<file path="src/logic/isrp_pkg.sv">
// shared constants and types of the imu spi register port
package isrp_pkg;
  localparam int unsigned CLK_MHZ     = 100;
  localparam int unsigned FRAME_BITS  = 16;
  localparam int unsigned DRDY_NS     = 100;
  localparam int unsigned DRDY_CYCLES = (DRDY_NS * CLK_MHZ) / 1000;

  localparam logic [7:0]  PAGE_SENSOR = 8'h00;
  localparam logic [7:0]  PAGE_CTRL   = 8'h03;
  localparam logic [7:0]  PAGE_UNIT   = 8'h04;
  localparam logic [7:0]  PAGE_RESET  = 8'h00;

  localparam logic [6:0]  A_PAGE     = 7'h00;
  localparam logic [6:0]  A_TEMP     = 7'h0E;
  localparam logic [6:0]  A_RATE_XL  = 7'h10;
  localparam logic [6:0]  A_RATE_XH  = 7'h12;
  localparam logic [6:0]  A_RATE_YL  = 7'h14;
  localparam logic [6:0]  A_RATE_YH  = 7'h16;
  localparam logic [6:0]  A_RATE_ZL  = 7'h18;
  localparam logic [6:0]  A_RATE_ZH  = 7'h1A;
  localparam logic [6:0]  A_ACC_XL   = 7'h1C;
  localparam logic [6:0]  A_ACC_XH   = 7'h1E;
  localparam logic [6:0]  A_ACC_YL   = 7'h20;
  localparam logic [6:0]  A_ACC_YH   = 7'h22;
  localparam logic [6:0]  A_ACC_ZL   = 7'h24;
  localparam logic [6:0]  A_ACC_ZH   = 7'h26;
  localparam logic [6:0]  A_FLD_X    = 7'h28;
  localparam logic [6:0]  A_FLD_Y    = 7'h2A;
  localparam logic [6:0]  A_FLD_Z    = 7'h2C;
  localparam logic [6:0]  A_PRES_L   = 7'h2E;
  localparam logic [6:0]  A_PRES_H   = 7'h30;
  localparam logic [6:0]  A_PIN_FUNC = 7'h06;
  localparam logic [6:0]  A_GPIO     = 7'h08;
  localparam logic [6:0]  A_SERIAL   = 7'h20;

  localparam logic [15:0] PIN_FUNC_RESET = 16'h000D;
  localparam logic [15:0] GPIO_RESET     = 16'h0000;
  // arbitrary value, stands in for a per-unit serial number
  localparam logic [15:0] SERIAL_NUMBER  = 16'h5A5A;

  // request word fields, msb first on the wire
  localparam int unsigned REQ_WR_BIT = 15;
  localparam int unsigned REQ_A_MSB  = 14;
  localparam int unsigned REQ_A_LSB  = 8;

  typedef struct packed {
    logic [15:0] temp;
    logic [31:0] rate_x;
    logic [31:0] rate_y;
    logic [31:0] rate_z;
    logic [31:0] accel_x;
    logic [31:0] accel_y;
    logic [31:0] accel_z;
    logic [15:0] field_x;
    logic [15:0] field_y;
    logic [15:0] field_z;
    logic [31:0] pressure;
  } isrp_sample_t;

  typedef struct packed {
    logic [15:0] pin_func;
    logic [15:0] gpio;
  } isrp_ctrl_t;
endpackage : isrp_pkg

</file>
<file path="src/logic/isrp_top.sv">
// spi slave register port of the inertial measurement unit
// Function
// - device is slave; host drives clock, select
// - mode 3, idle high, sample rising edge
// - read word: 0, address, eight ignored bits
// - read answer shifts out in next frame
// - pipelined full-duplex reads after a read
// - page 0 selected after reset
// - word 0x8000 writes zero to page select
// - sensor values loaded autonomously without commands
// - data ready pin high on new data
// - 0x1A00 reads z rate high, 0x1800 low
// - rate word pairs at 0x10 to 0x1A
// - field words at 0x28, 0x2A, 0x2C
// - pressure low 0x2E, high 0x30
// - page 3 pin function register, reset 0x000D
// - page 3 gpio control register at 0x08
module isrp_top (
  input  wire logic                  I_CLK,           // core clock, 100 MHz
  input  wire logic                  I_RESETN,        // async reset, active low
  input  wire logic                  I_SCLK,          // spi clock from host
  input  wire logic                  I_CS_N,          // spi select, active low
  input  wire logic                  I_MOSI,          // spi data in
  output logic                       O_MISO,          // spi data out
  output logic                       O_MISO_OE_N,     // low while driving miso
  input  wire logic                  I_SAMPLE_VALID,  // pulse: new sample set
  input  wire isrp_pkg::isrp_sample_t I_SAMPLE,       // calibrated sample set
  output logic                       O_DATA_READY_PIN, // high on fresh data
  output isrp_pkg::isrp_ctrl_t       O_CTRL           // page 3 control words
);

  logic                  sclk_s1, sclk_s2, sclk_d;
  logic                  cs_s1, cs_s2, cs_d;
  logic                  mosi_s1, mosi_s2;
  logic                  sclk_rise, sclk_fall, cs_fall, cs_rise, frame_ok;
  logic [4:0]            bit_cnt;
  logic [15:0]           rx;
  logic [15:0]           tx_shift;
  logic [15:0]           resp;
  logic [15:0]           next_resp;
  logic [7:0]            page;
  isrp_pkg::isrp_sample_t sample_q;
  isrp_pkg::isrp_ctrl_t   ctrl;
  logic [7:0]            drdy_cnt;
  logic                  wr_req;
  logic [6:0]            req_addr;
  logic [6:0]            word_addr;

  // pins are asynchronous to I_CLK
  always_ff @(posedge I_CLK or negedge I_RESETN) begin
    if (!I_RESETN) begin
      sclk_s1 <= 1'b1;
      sclk_s2 <= 1'b1;
      sclk_d  <= 1'b1;
      cs_s1   <= 1'b1;
      cs_s2   <= 1'b1;
      cs_d    <= 1'b1;
      mosi_s1 <= 1'b0;
      mosi_s2 <= 1'b0;
    end else begin
      sclk_s1 <= I_SCLK;
      sclk_s2 <= sclk_s1;
      sclk_d  <= sclk_s2;
      cs_s1   <= I_CS_N;
      cs_s2   <= cs_s1;
      cs_d    <= cs_s2;
      mosi_s1 <= I_MOSI;
      mosi_s2 <= mosi_s1;
    end
  end

  assign sclk_rise = sclk_s2 & ~sclk_d & ~cs_s2;
  assign sclk_fall = ~sclk_s2 & sclk_d & ~cs_s2;
  assign cs_fall   = ~cs_s2 & cs_d;
  assign cs_rise   = cs_s2 & ~cs_d;
  // frames of any other length are dropped whole
  assign frame_ok  = cs_rise && (bit_cnt == 5'(isrp_pkg::FRAME_BITS));
  assign wr_req    = rx[isrp_pkg::REQ_WR_BIT];
  assign req_addr  = rx[isrp_pkg::REQ_A_MSB:isrp_pkg::REQ_A_LSB];
  assign word_addr = {req_addr[6:1], 1'b0};

  // receive side: counter saturates so an overlong frame never looks valid
  always_ff @(posedge I_CLK or negedge I_RESETN) begin
    if (!I_RESETN) begin
      bit_cnt <= 5'h00;
      rx      <= 16'h0000;
    end else if (cs_fall) begin
      bit_cnt <= 5'h00;
    end else if (sclk_rise) begin
      rx <= {rx[14:0], mosi_s2};
      if (bit_cnt != 5'h1F) begin
        bit_cnt <= bit_cnt + 5'h01;
      end
    end
  end

  function automatic logic [15:0] reg_read(
    input logic [7:0]             pg,
    input logic [6:0]             a,
    input isrp_pkg::isrp_sample_t s,
    input isrp_pkg::isrp_ctrl_t   c
  );
    logic [15:0] v;
    v = 16'h0000;
    if (a == isrp_pkg::A_PAGE) begin
      v = {8'h00, pg};
    end else if (pg == isrp_pkg::PAGE_SENSOR) begin
      unique case (a)
        isrp_pkg::A_TEMP:    v = s.temp;
        isrp_pkg::A_RATE_XL: v = s.rate_x[15:0];
        isrp_pkg::A_RATE_XH: v = s.rate_x[31:16];
        isrp_pkg::A_RATE_YL: v = s.rate_y[15:0];
        isrp_pkg::A_RATE_YH: v = s.rate_y[31:16];
        isrp_pkg::A_RATE_ZL: v = s.rate_z[15:0];
        isrp_pkg::A_RATE_ZH: v = s.rate_z[31:16];
        isrp_pkg::A_ACC_XL:  v = s.accel_x[15:0];
        isrp_pkg::A_ACC_XH:  v = s.accel_x[31:16];
        isrp_pkg::A_ACC_YL:  v = s.accel_y[15:0];
        isrp_pkg::A_ACC_YH:  v = s.accel_y[31:16];
        isrp_pkg::A_ACC_ZL:  v = s.accel_z[15:0];
        isrp_pkg::A_ACC_ZH:  v = s.accel_z[31:16];
        isrp_pkg::A_FLD_X:   v = s.field_x;
        isrp_pkg::A_FLD_Y:   v = s.field_y;
        isrp_pkg::A_FLD_Z:   v = s.field_z;
        isrp_pkg::A_PRES_L:  v = s.pressure[15:0];
        isrp_pkg::A_PRES_H:  v = s.pressure[31:16];
        default:             v = 16'h0000;
      endcase
    end else if (pg == isrp_pkg::PAGE_CTRL) begin
      if (a == isrp_pkg::A_PIN_FUNC) begin
        v = c.pin_func;
      end else if (a == isrp_pkg::A_GPIO) begin
        v = c.gpio;
      end
    end else if (pg == isrp_pkg::PAGE_UNIT && a == isrp_pkg::A_SERIAL) begin
      v = isrp_pkg::SERIAL_NUMBER;
    end
    return v;
  endfunction : reg_read

  // answer is captured when the request frame closes, so it is stable
  // for the whole next frame even if new samples land meanwhile
  always_comb begin
    next_resp = resp;
    if (cs_rise) begin
      next_resp = 16'h0000;
      if (frame_ok && !wr_req) begin
        next_resp = reg_read(page, req_addr, sample_q, ctrl);
      end
    end
  end

  always_ff @(posedge I_CLK or negedge I_RESETN) begin
    if (!I_RESETN) begin
      resp <= 16'h0000;
    end else begin
      resp <= next_resp;
    end
  end

  // transmit side: msb appears on the first falling clock edge
  always_ff @(posedge I_CLK or negedge I_RESETN) begin
    if (!I_RESETN) begin
      tx_shift    <= 16'h0000;
      O_MISO      <= 1'b0;
      O_MISO_OE_N <= 1'b1;
    end else if (cs_fall) begin
      tx_shift    <= resp;
      O_MISO_OE_N <= 1'b0;
    end else if (cs_rise) begin
      O_MISO      <= 1'b0;
      O_MISO_OE_N <= 1'b1;
    end else if (sclk_fall) begin
      O_MISO   <= tx_shift[15];
      tx_shift <= {tx_shift[14:0], 1'b0};
    end
  end

  // byte writes: even address low byte, odd address high byte
  always_ff @(posedge I_CLK or negedge I_RESETN) begin
    if (!I_RESETN) begin
      page <= isrp_pkg::PAGE_RESET;
    end else if (frame_ok && wr_req && req_addr == isrp_pkg::A_PAGE) begin
      page <= rx[7:0];
    end
  end

  always_ff @(posedge I_CLK or negedge I_RESETN) begin
    if (!I_RESETN) begin
      ctrl.pin_func <= isrp_pkg::PIN_FUNC_RESET;
      ctrl.gpio     <= isrp_pkg::GPIO_RESET;
    end else if (frame_ok && wr_req && page == isrp_pkg::PAGE_CTRL) begin
      if (word_addr == isrp_pkg::A_PIN_FUNC) begin
        if (req_addr[0]) begin
          ctrl.pin_func[15:8] <= rx[7:0];
        end else begin
          ctrl.pin_func[7:0] <= rx[7:0];
        end
      end else if (word_addr == isrp_pkg::A_GPIO) begin
        if (req_addr[0]) begin
          ctrl.gpio[15:8] <= rx[7:0];
        end else begin
          ctrl.gpio[7:0] <= rx[7:0];
        end
      end
    end
  end

  assign O_CTRL = ctrl;

  // sample registers take only the processing path, never spi writes
  always_ff @(posedge I_CLK or negedge I_RESETN) begin
    if (!I_RESETN) begin
      sample_q <= '0;
    end else if (I_SAMPLE_VALID) begin
      sample_q <= I_SAMPLE;
    end
  end

  // data ready is a fixed-width pulse; retriggers on every new set
  always_ff @(posedge I_CLK or negedge I_RESETN) begin
    if (!I_RESETN) begin
      drdy_cnt         <= 8'h00;
      O_DATA_READY_PIN <= 1'b0;
    end else if (I_SAMPLE_VALID) begin
      drdy_cnt         <= 8'(isrp_pkg::DRDY_CYCLES - 1);
      O_DATA_READY_PIN <= 1'b1;
    end else if (drdy_cnt != 8'h00) begin
      drdy_cnt <= drdy_cnt - 8'h01;
    end else begin
      O_DATA_READY_PIN <= 1'b0;
    end
  end

  // lets the pulse width be checked without a long repetition
  logic [7:0] drdy_len;

  always_ff @(posedge I_CLK or negedge I_RESETN) begin
    if (!I_RESETN) begin
      drdy_len <= 8'h00;
    end else if (I_SAMPLE_VALID || !O_DATA_READY_PIN) begin
      drdy_len <= 8'h00;
    end else if (drdy_len != 8'hFF) begin
      drdy_len <= drdy_len + 8'h01;
    end
  end
endmodule : isrp_top

</file>
<file path="config.mk">
export PLATFORM = sky130hd
export DESIGN_NAME = isrp_top
export DESIGN_NICKNAME = d
export VERILOG_FILES = /design/src/logic/isrp_pkg.sv /design/src/logic/isrp_top.sv
export SDC_FILE = /design/constraint.sdc
export NUM_CORES = 1
export LEC_CHECK = 0
export BUFFER_PORTS_ARGS = -buffer_cell sky130_fd_sc_hd__buf_2
export CAP_MARGIN = 20
export CORE_MARGIN = 10
export CORE_UTILIZATION = 45
export CTS_CLUSTER_SIZE = 16
export DETAILED_ROUTE_END_ITERATION = 7
export PLACE_DENSITY = 0.69
export SLEW_MARGIN = 40
export SYNTH_ARGS = -nofsm -noshare
export SYNTH_HDL_FRONTEND = slang
export SYNTH_SLANG_ARGS = --single-unit
</file>
<file path="constraint.sdc">
create_clock -name I_CLK -period 4.3 [get_ports I_CLK]
set_clock_uncertainty 0.2 [all_clocks]
set_input_delay 0.645 -clock I_CLK [delete_from_list [all_inputs] [get_ports I_CLK]]
set_output_delay 0.645 -clock I_CLK [all_outputs]
set_load 0.02 [all_outputs]
</file>
==> results.toml, run 1 <==
[timing]
period_share_pct = 78.3
fmax_mhz = 297
setup_viol = 0
tightest_slew_ns = 0.763
fin_ws_ns = 0.933
fin_crit_ns = 3.37
hold_viol_final = 0
max-slew-margin-rel_pct = 48.6
rsz0062_at_grt = "false"
final.setup.tns_ns = 0
drv_slew = 0

[clock_tree]
ctsResizeCount = 0
cts_root_buf = "clkbuf_16"
cts_setup_buffers = 0
clockBufferDepth = 3
clkSlewWorstSetupHoldPaths_ns = 0.06
cts_sinks = 400
cts_made_buffers = 44
insertion_delay_ns = 0.57
h-tree-depth = 2
cts_tree = "done"

[floorplan]
placementRows = 74
die_w_um = 223
die-area_mm2 = 0.0496
core_mm2 = 0.0407
ios = 329
initial_core_util_pct = 45.4
die_h_um = 223

[power]
leakagePower_nw = 9.82
power.total_mw = 9.21
p_per_area_mw_per_mm2 = 412
irDropWorstVdd_uv = 349

[worst_setup_path]
r2r_start = "rx[10]"
endpoint = "resp[6]"
crit_start = "rx[10]"
critical_path_class = "flop to flop"
r2r_cells = 7
crit_arrival_ns = 3.60
r2r_slack_ns = 0.93
cp.required_ns = 4.54
critPathMaxFanout = 46
start_kind = "flop"
endpoint_kind = "flop"
reg2reg_to = "resp[6]"

[global_routing]
first_global_vias = 14500
antenna_found_initial = 0
grt_max_degree = 83
grt_use_total_pct = 25.0
grt_pass1_wl_mm = 94.3
overflow = 0

[routing]
drc = 0
drtAntennaViolNets = 0
wire_per_inst_um = 27.4
drt_wl_total_mm = 63.7
num_vias = 13600
drt-pass1-iter-count = 5
drtIter0Drc = 1357
vias_per_cell = 5.85

[logic_synthesis]
yosysUniqueCellTypes = 86
synth_edf_count = 0
synth_cells = 1430
synth_seq_area_share_pct = 54.2
async_reset_ff_share_pct = 100
syn_area_per_cell_um2 = 12.9
synth-warning-count = 0
synth_nets = 1732
synth_top_area_cell = "dfrtp_1"
synth_top_cell_area_share_pct = 52.8
synthTopCellsByArea = "dfrtp_1 (53%), mux2_2 (21%), mux2i_1 (3.2%), a22oi_1 (1.9%), dfstp_2 (1.4%)"
syn_area_mm2 = 0.0185
synth-seq-cells = 400
synthFlopType = "dfrtp_1"

[cells_and_area]
layout.nets = 2063
final_cell_mix = "dfrtp_1 (387), mux2_2 (351), buf_2 (326)"
synthToLayoutAreaGrowth_pct = 21.0
layout_commonest_cell = "dfrtp_1"
fillers = 3491
finalInstanceArea_mm2 = 0.0224
antenna_cells = 0
multi_input_comb_area_mm2 = 0.00800
register_area_mm2 = 0.0100
drive_gt1_share_pct = 47.0

[run_status]
status = "finished clean"

[place]
place.gp.congestion = 0.994
dpl_worst_slack_ns = 0.985
io_buffers = 328
placed_area_mm2 = 0.0208
dpl.hpwl_mm = 48.8

[worst_hold_path]
hp-class = "input pin to flop"

[job]
maxCapViolCount = 0
## state kept, by name, indices dropped and copies added (netlist names), 5 cells and up
signal	flops
bit_cnt	5
drdy_cnt	8
page	8
resp	16
rx	16
tx_shift	16
sample_q	288
O_CTRL	32
## how the worst min path moves through the flow
| stage | startpoint | endpoint | depth (start not counted) |
|---|---|---|---|
| final | I_SAMPLE[102] | sample_q[102] | 2 |
| after global routing | I_SAMPLE[83] | sample_q[83] | 2 |
| after CTS | I_SAMPLE[125] | sample_q[125] | 2 |
| after detailed placement | mosi_s1 | mosi_s2 | 0 |
| after global placement | mosi_s1 | mosi_s2 | 0 |
| after floorplan | mosi_s1 | mosi_s2 | 0 |
## routing by layer
layer  routed length [um]  up-vias  global-route usage (%)
met4                 2430        0                    9.96
li1                     -     6008                       -
met1                26400     6945                    31.9
met3                 4040      111                    4.82
met5                    0        -                       0
met2                30800      555                    41.1
## cells by family (layout without fill, tap and decap cells)
logic type      count (synthesis)  count (layout)  synth area share (%)
mux                           416             416                  25.3
flops                         400             400                  54.2
fa+ha+maj                       8               8                 0.542
xor+xnor                        8               8                 0.379
compound gates                246             246                  9.68
simple gates                  247             247                  7.28
buf+inv                       105             470                  2.57
## per-stage QoR
step / hold WS (ns) / util (%) / std cells
after floorplan: 0.131 / - / 1430
after global placement: 0.140 / 51.0 / 2241
after detailed placement: 0.136 / 51.1 / 2243
after CTS: 0.0807 / 54.9 / 2327
after global routing: 0.0881 / 54.9 / 2327
final: 0.107 / 54.9 / 2327
## area by class of cell
cell class,instances,area share [%]
sequential,400,44.9
multi-input combinational,925,35.8
timing repair buffer,380,9.63
clock buffer,64,5.80
tap,532,2.98
clock inverter,16,0.811
inverter,10,0.168
## cells in the mapped netlist (9+ instances only)
cell type / n
a21oi_1: 24
dfrtp_1: 390
a22oi_1: 48
o21ai_0: 50
mux2i_1: 59
nand2_1: 70
clkbuf_1: 53
buf_2: 26
a31oi_1: 9
nor2b_1: 10
nand3_1: 21
dfstp_2: 10
mux2_2: 351
nor4_1: 14
nor2_1: 45
a22o_1: 16
nor3_1: 17
## power breakdown
part	total [mW]	internal, mW	switching [mW]
sequential	4.39	4.09	0.305
combinational	0.967	0.503	0.464
clock	3.85	2.28	1.57
## critical path, stage by stage, from the launching register on
cell and delay, ns:
dfrtp_4 0.83, buf_4 0.42, nor2_1 0.21, a32o_1 0.30, o31ai_1 0.59, o2111ai_1 0.34
a22oi_1 0.23, o21ai_1 0.08
## what timing repair did
item / 4_1_cts / 5_1_grt
hold buffers: 4 / 0
hold endpoints to repair: 42 / 0
endpoints found under the setup margin: 0 / 0
No activity file was read; power rests on OpenSTA's default activity.
==> run 2: changes to the inputs <==
--- a/config.mk
+++ b/config.mk
@@ -5,6 +5,7 @@
 export SDC_FILE = /design/constraint.sdc
 export NUM_CORES = 1
 export LEC_CHECK = 0
+export ABC_AREA = 1
 export BUFFER_PORTS_ARGS = -buffer_cell sky130_fd_sc_hd__buf_2
 export CAP_MARGIN = 20
 export CORE_MARGIN = 10
==> constraint.sdc (replaced) <==
create_clock -name I_CLK -period 3.3 [get_ports I_CLK]
set_clock_uncertainty 0.2 [all_clocks]
set_input_delay 0.495 -clock I_CLK [delete_from_list [all_inputs] [get_ports I_CLK]]
set_output_delay 0.495 -clock I_CLK [all_outputs]
set_load 0.02 [all_outputs]
==> results.toml, run 2 <==
[run_status]
status = "finished clean"

[place]
io_buffers = 328
dpl.hpwl_mm = 49.7
placed_cells = 3124
place.gp.congestion = 1.03
dpl_worst_slack_ns = 0.528
placed_area_mm2 = 0.0204

[power]
p_per_area_mw_per_mm2 = 497
irDropWorstVdd_uv = 421
leakagePower_nw = 12.9

[logic_synthesis]
synthTopCellsByCount = "nand2_1 (1153), dfrtp_1 (390), o21ai_0 (168)"
synth_nets = 2640
syn_area_per_cell_um2 = 7.77
synth_most_common_cell = "nand2_1"
yosysUniqueCellTypes = 36
synthTopCellsByArea = "dfrtp_1 (54%), nand2_1 (24%), o21ai_0 (4.6%), inv_1 (2.9%), nor2_1 (2.6%)"
synth_top_cell_area_share_pct = 53.7
syn_area_mm2 = 0.0182
synth_seq_area_share_pct = 55.2
synth-seq-cells = 400
synth_top_area_cell = "dfrtp_1"
async_reset_ff_share_pct = 100
synth_edf_count = 0
synth_cells = 2338
synthFlopType = "dfrtp_1"
synth-warning-count = 0

[cells_and_area]
final_cell_mix = "nand2_1 (1153), dfrtp_1 (390), buf_2 (326)"
top_register = "sample_q"
largest_reg_flops = 288
drive_gt1_share_pct = 16.5
layout_commonest_cell = "nand2_1"
finalInstanceArea_mm2 = 0.0247
layout.nets = 3216
synthToLayoutAreaGrowth_pct = 35.9
finalNonFillerCells = 3476

[floorplan]
die_w_um = 221
ios = 329
die-area_mm2 = 0.0488
initial_core_util_pct = 45.6
die_h_um = 221
placementRows = 73
core_mm2 = 0.0398

[routing]
wire_per_inst_um = 20.3
drtIter0Drc = 2062
drc = 0
num_vias = 18700
vias_per_cell = 5.38
drt_wl_total_mm = 70.7
drtAntennaViolNets = 0
drt-pass1-iter-count = 6

[timing]
hold_viol_final = 0
tightest_slew_ns = 0.765
fin_ws_ns = 0.521
fin_crit_ns = 2.78
rsz0062_at_grt = "false"
setup_viol = 0
final.setup.tns_ns = 0
drv_slew = 0
max-slew-margin-rel_pct = 48.9
fmax_mhz = 360
period_share_pct = 84.2

[worst_setup_path]
critPathMaxFanout = 16
crit_arrival_ns = 3.00
endpoint_kind = "flop"
critical_path_class = "flop to flop"
start_kind = "flop"
cp.required_ns = 3.52

[clock_tree]
insertion_delay_ns = 0.56
cts_made_buffers = 43
h-tree-depth = 2
cts_sinks = 400
clkSlewWorstSetupHoldPaths_ns = 0.06
cts_tree = "done"
ctsResizeCount = 0
clockBufferDepth = 3
cts_root_buf = "clkbuf_16"

[job]
maxCapViolCount = 0

[global_routing]
antenna_found_initial = 7
grt_use_total_pct = 28.2
grt_pass1_wl_mm = 109
grt_max_degree = 152
overflow = 0
first_global_vias = 18900

[worst_hold_path]
hp-class = "input pin to flop"
run 2: cell types whose count changed in the layout (fill, tap and decap cells not counted), moves of 81 or more:
cell	change
nor2_1	+81
o21ai_0	+118
dlygate4sd3_1	+264
inv_1	+134
nand2_1	+1083
mux2_2	-351
run 2: final cells by class:
class / instances / area, um^2
Fill cell: 3338 / 15100
Sequential cell: 400 / 10000
Multi-Input combinational cell: 1687 / 7160
Timing Repair Buffer: 629 / 4730
Clock buffer: 66 / 1370
Tap cell: 525 / 657
Inverter: 153 / 579
Clock inverter: 12 / 168
Antenna cell: 4 / 10.0
run 2: cell families (layout without fill, tap and decap cells):
| logic type | Yosys count | count (layout) | share of synthesized area [%] |
|---|---|---|---|
| AND/OR/NAND/NOR | 1421 | 1421 | 31.1 |
| flip-flops | 400 | 400 | 55.2 |
| AO/OA/AOI/OAI | 257 | 257 | 7.72 |
| buffers and inverters | 251 | 860 | 5.41 |
| adder cells (fa/ha/maj) | 8 | 8 | 0.551 |
| XOR/XNOR | 1 | 1 | 0.0482 |
| other | 0 | 4 | 0 |
run 2: repair_timing:
item | 4_1_cts | 5_1_grt
hold buffers | 268 | 0
setup buffers | 0 | 0
hold endpoints to repair | 349 | 0
setup endpoints to repair | 0 | 0
run 2: layer usage:
layer	vias up	part of all wire, %	global-route usage, %
li1	8459	-	-
met1	8933	38	35.0
met2	1087	47	45.1
met3	233	9.8	7.24
met4	6	5.0	13.4
met5	-	0.051	0
run 2: worst paths after layout:
path / startpoint / end / slack [ns] / depth (start not counted)
max: cs_s2 / O_CTRL[8] / 0.52 / 8
min: I_SAMPLE[78] / sample_q[78] / 0.01 / 3
max reg2reg: cs_s2 / O_CTRL[8] / 0.52 / 8
min reg2reg: mosi_s1 / mosi_s2 / 0.15 / 0
max in group asynchronous: I_RESETN / cs_s2 / 1.70 / 4
min in group asynchronous: I_RESETN / sample_q[101] / 0.21 / 2
run 2: critical path: stages (launching register included):
cell and delay [ns]:
dfstp_2 0.56, ha_1 0.19, clkinv_1 0.09, nor3_1 0.45, nand2_1 0.13, nor2_2 0.31
nand4_2 0.43, nand2_1 0.19, o21ai_0 0.10
run 2: metrics by stage:
step | hold WS, ns | utilization [%] | power [mW]
after floorplan | -0.000591 | - | 6.22
after global placement | 0.136 | 51.3 | 6.84
after detailed placement | 0.146 | 51.3 | 6.89
after CTS | 0.00106 | 61.9 | 12.3
after global routing | 0.00265 | 62.0 | 12.7
final | 0.0141 | 62.0 | 12.3
run 2: where the power goes:
part | internal, mW | switching, mW
registers | 5.33 | 0.266
logic | 0.627 | 0.869
clock network | 3.16 | 2.01
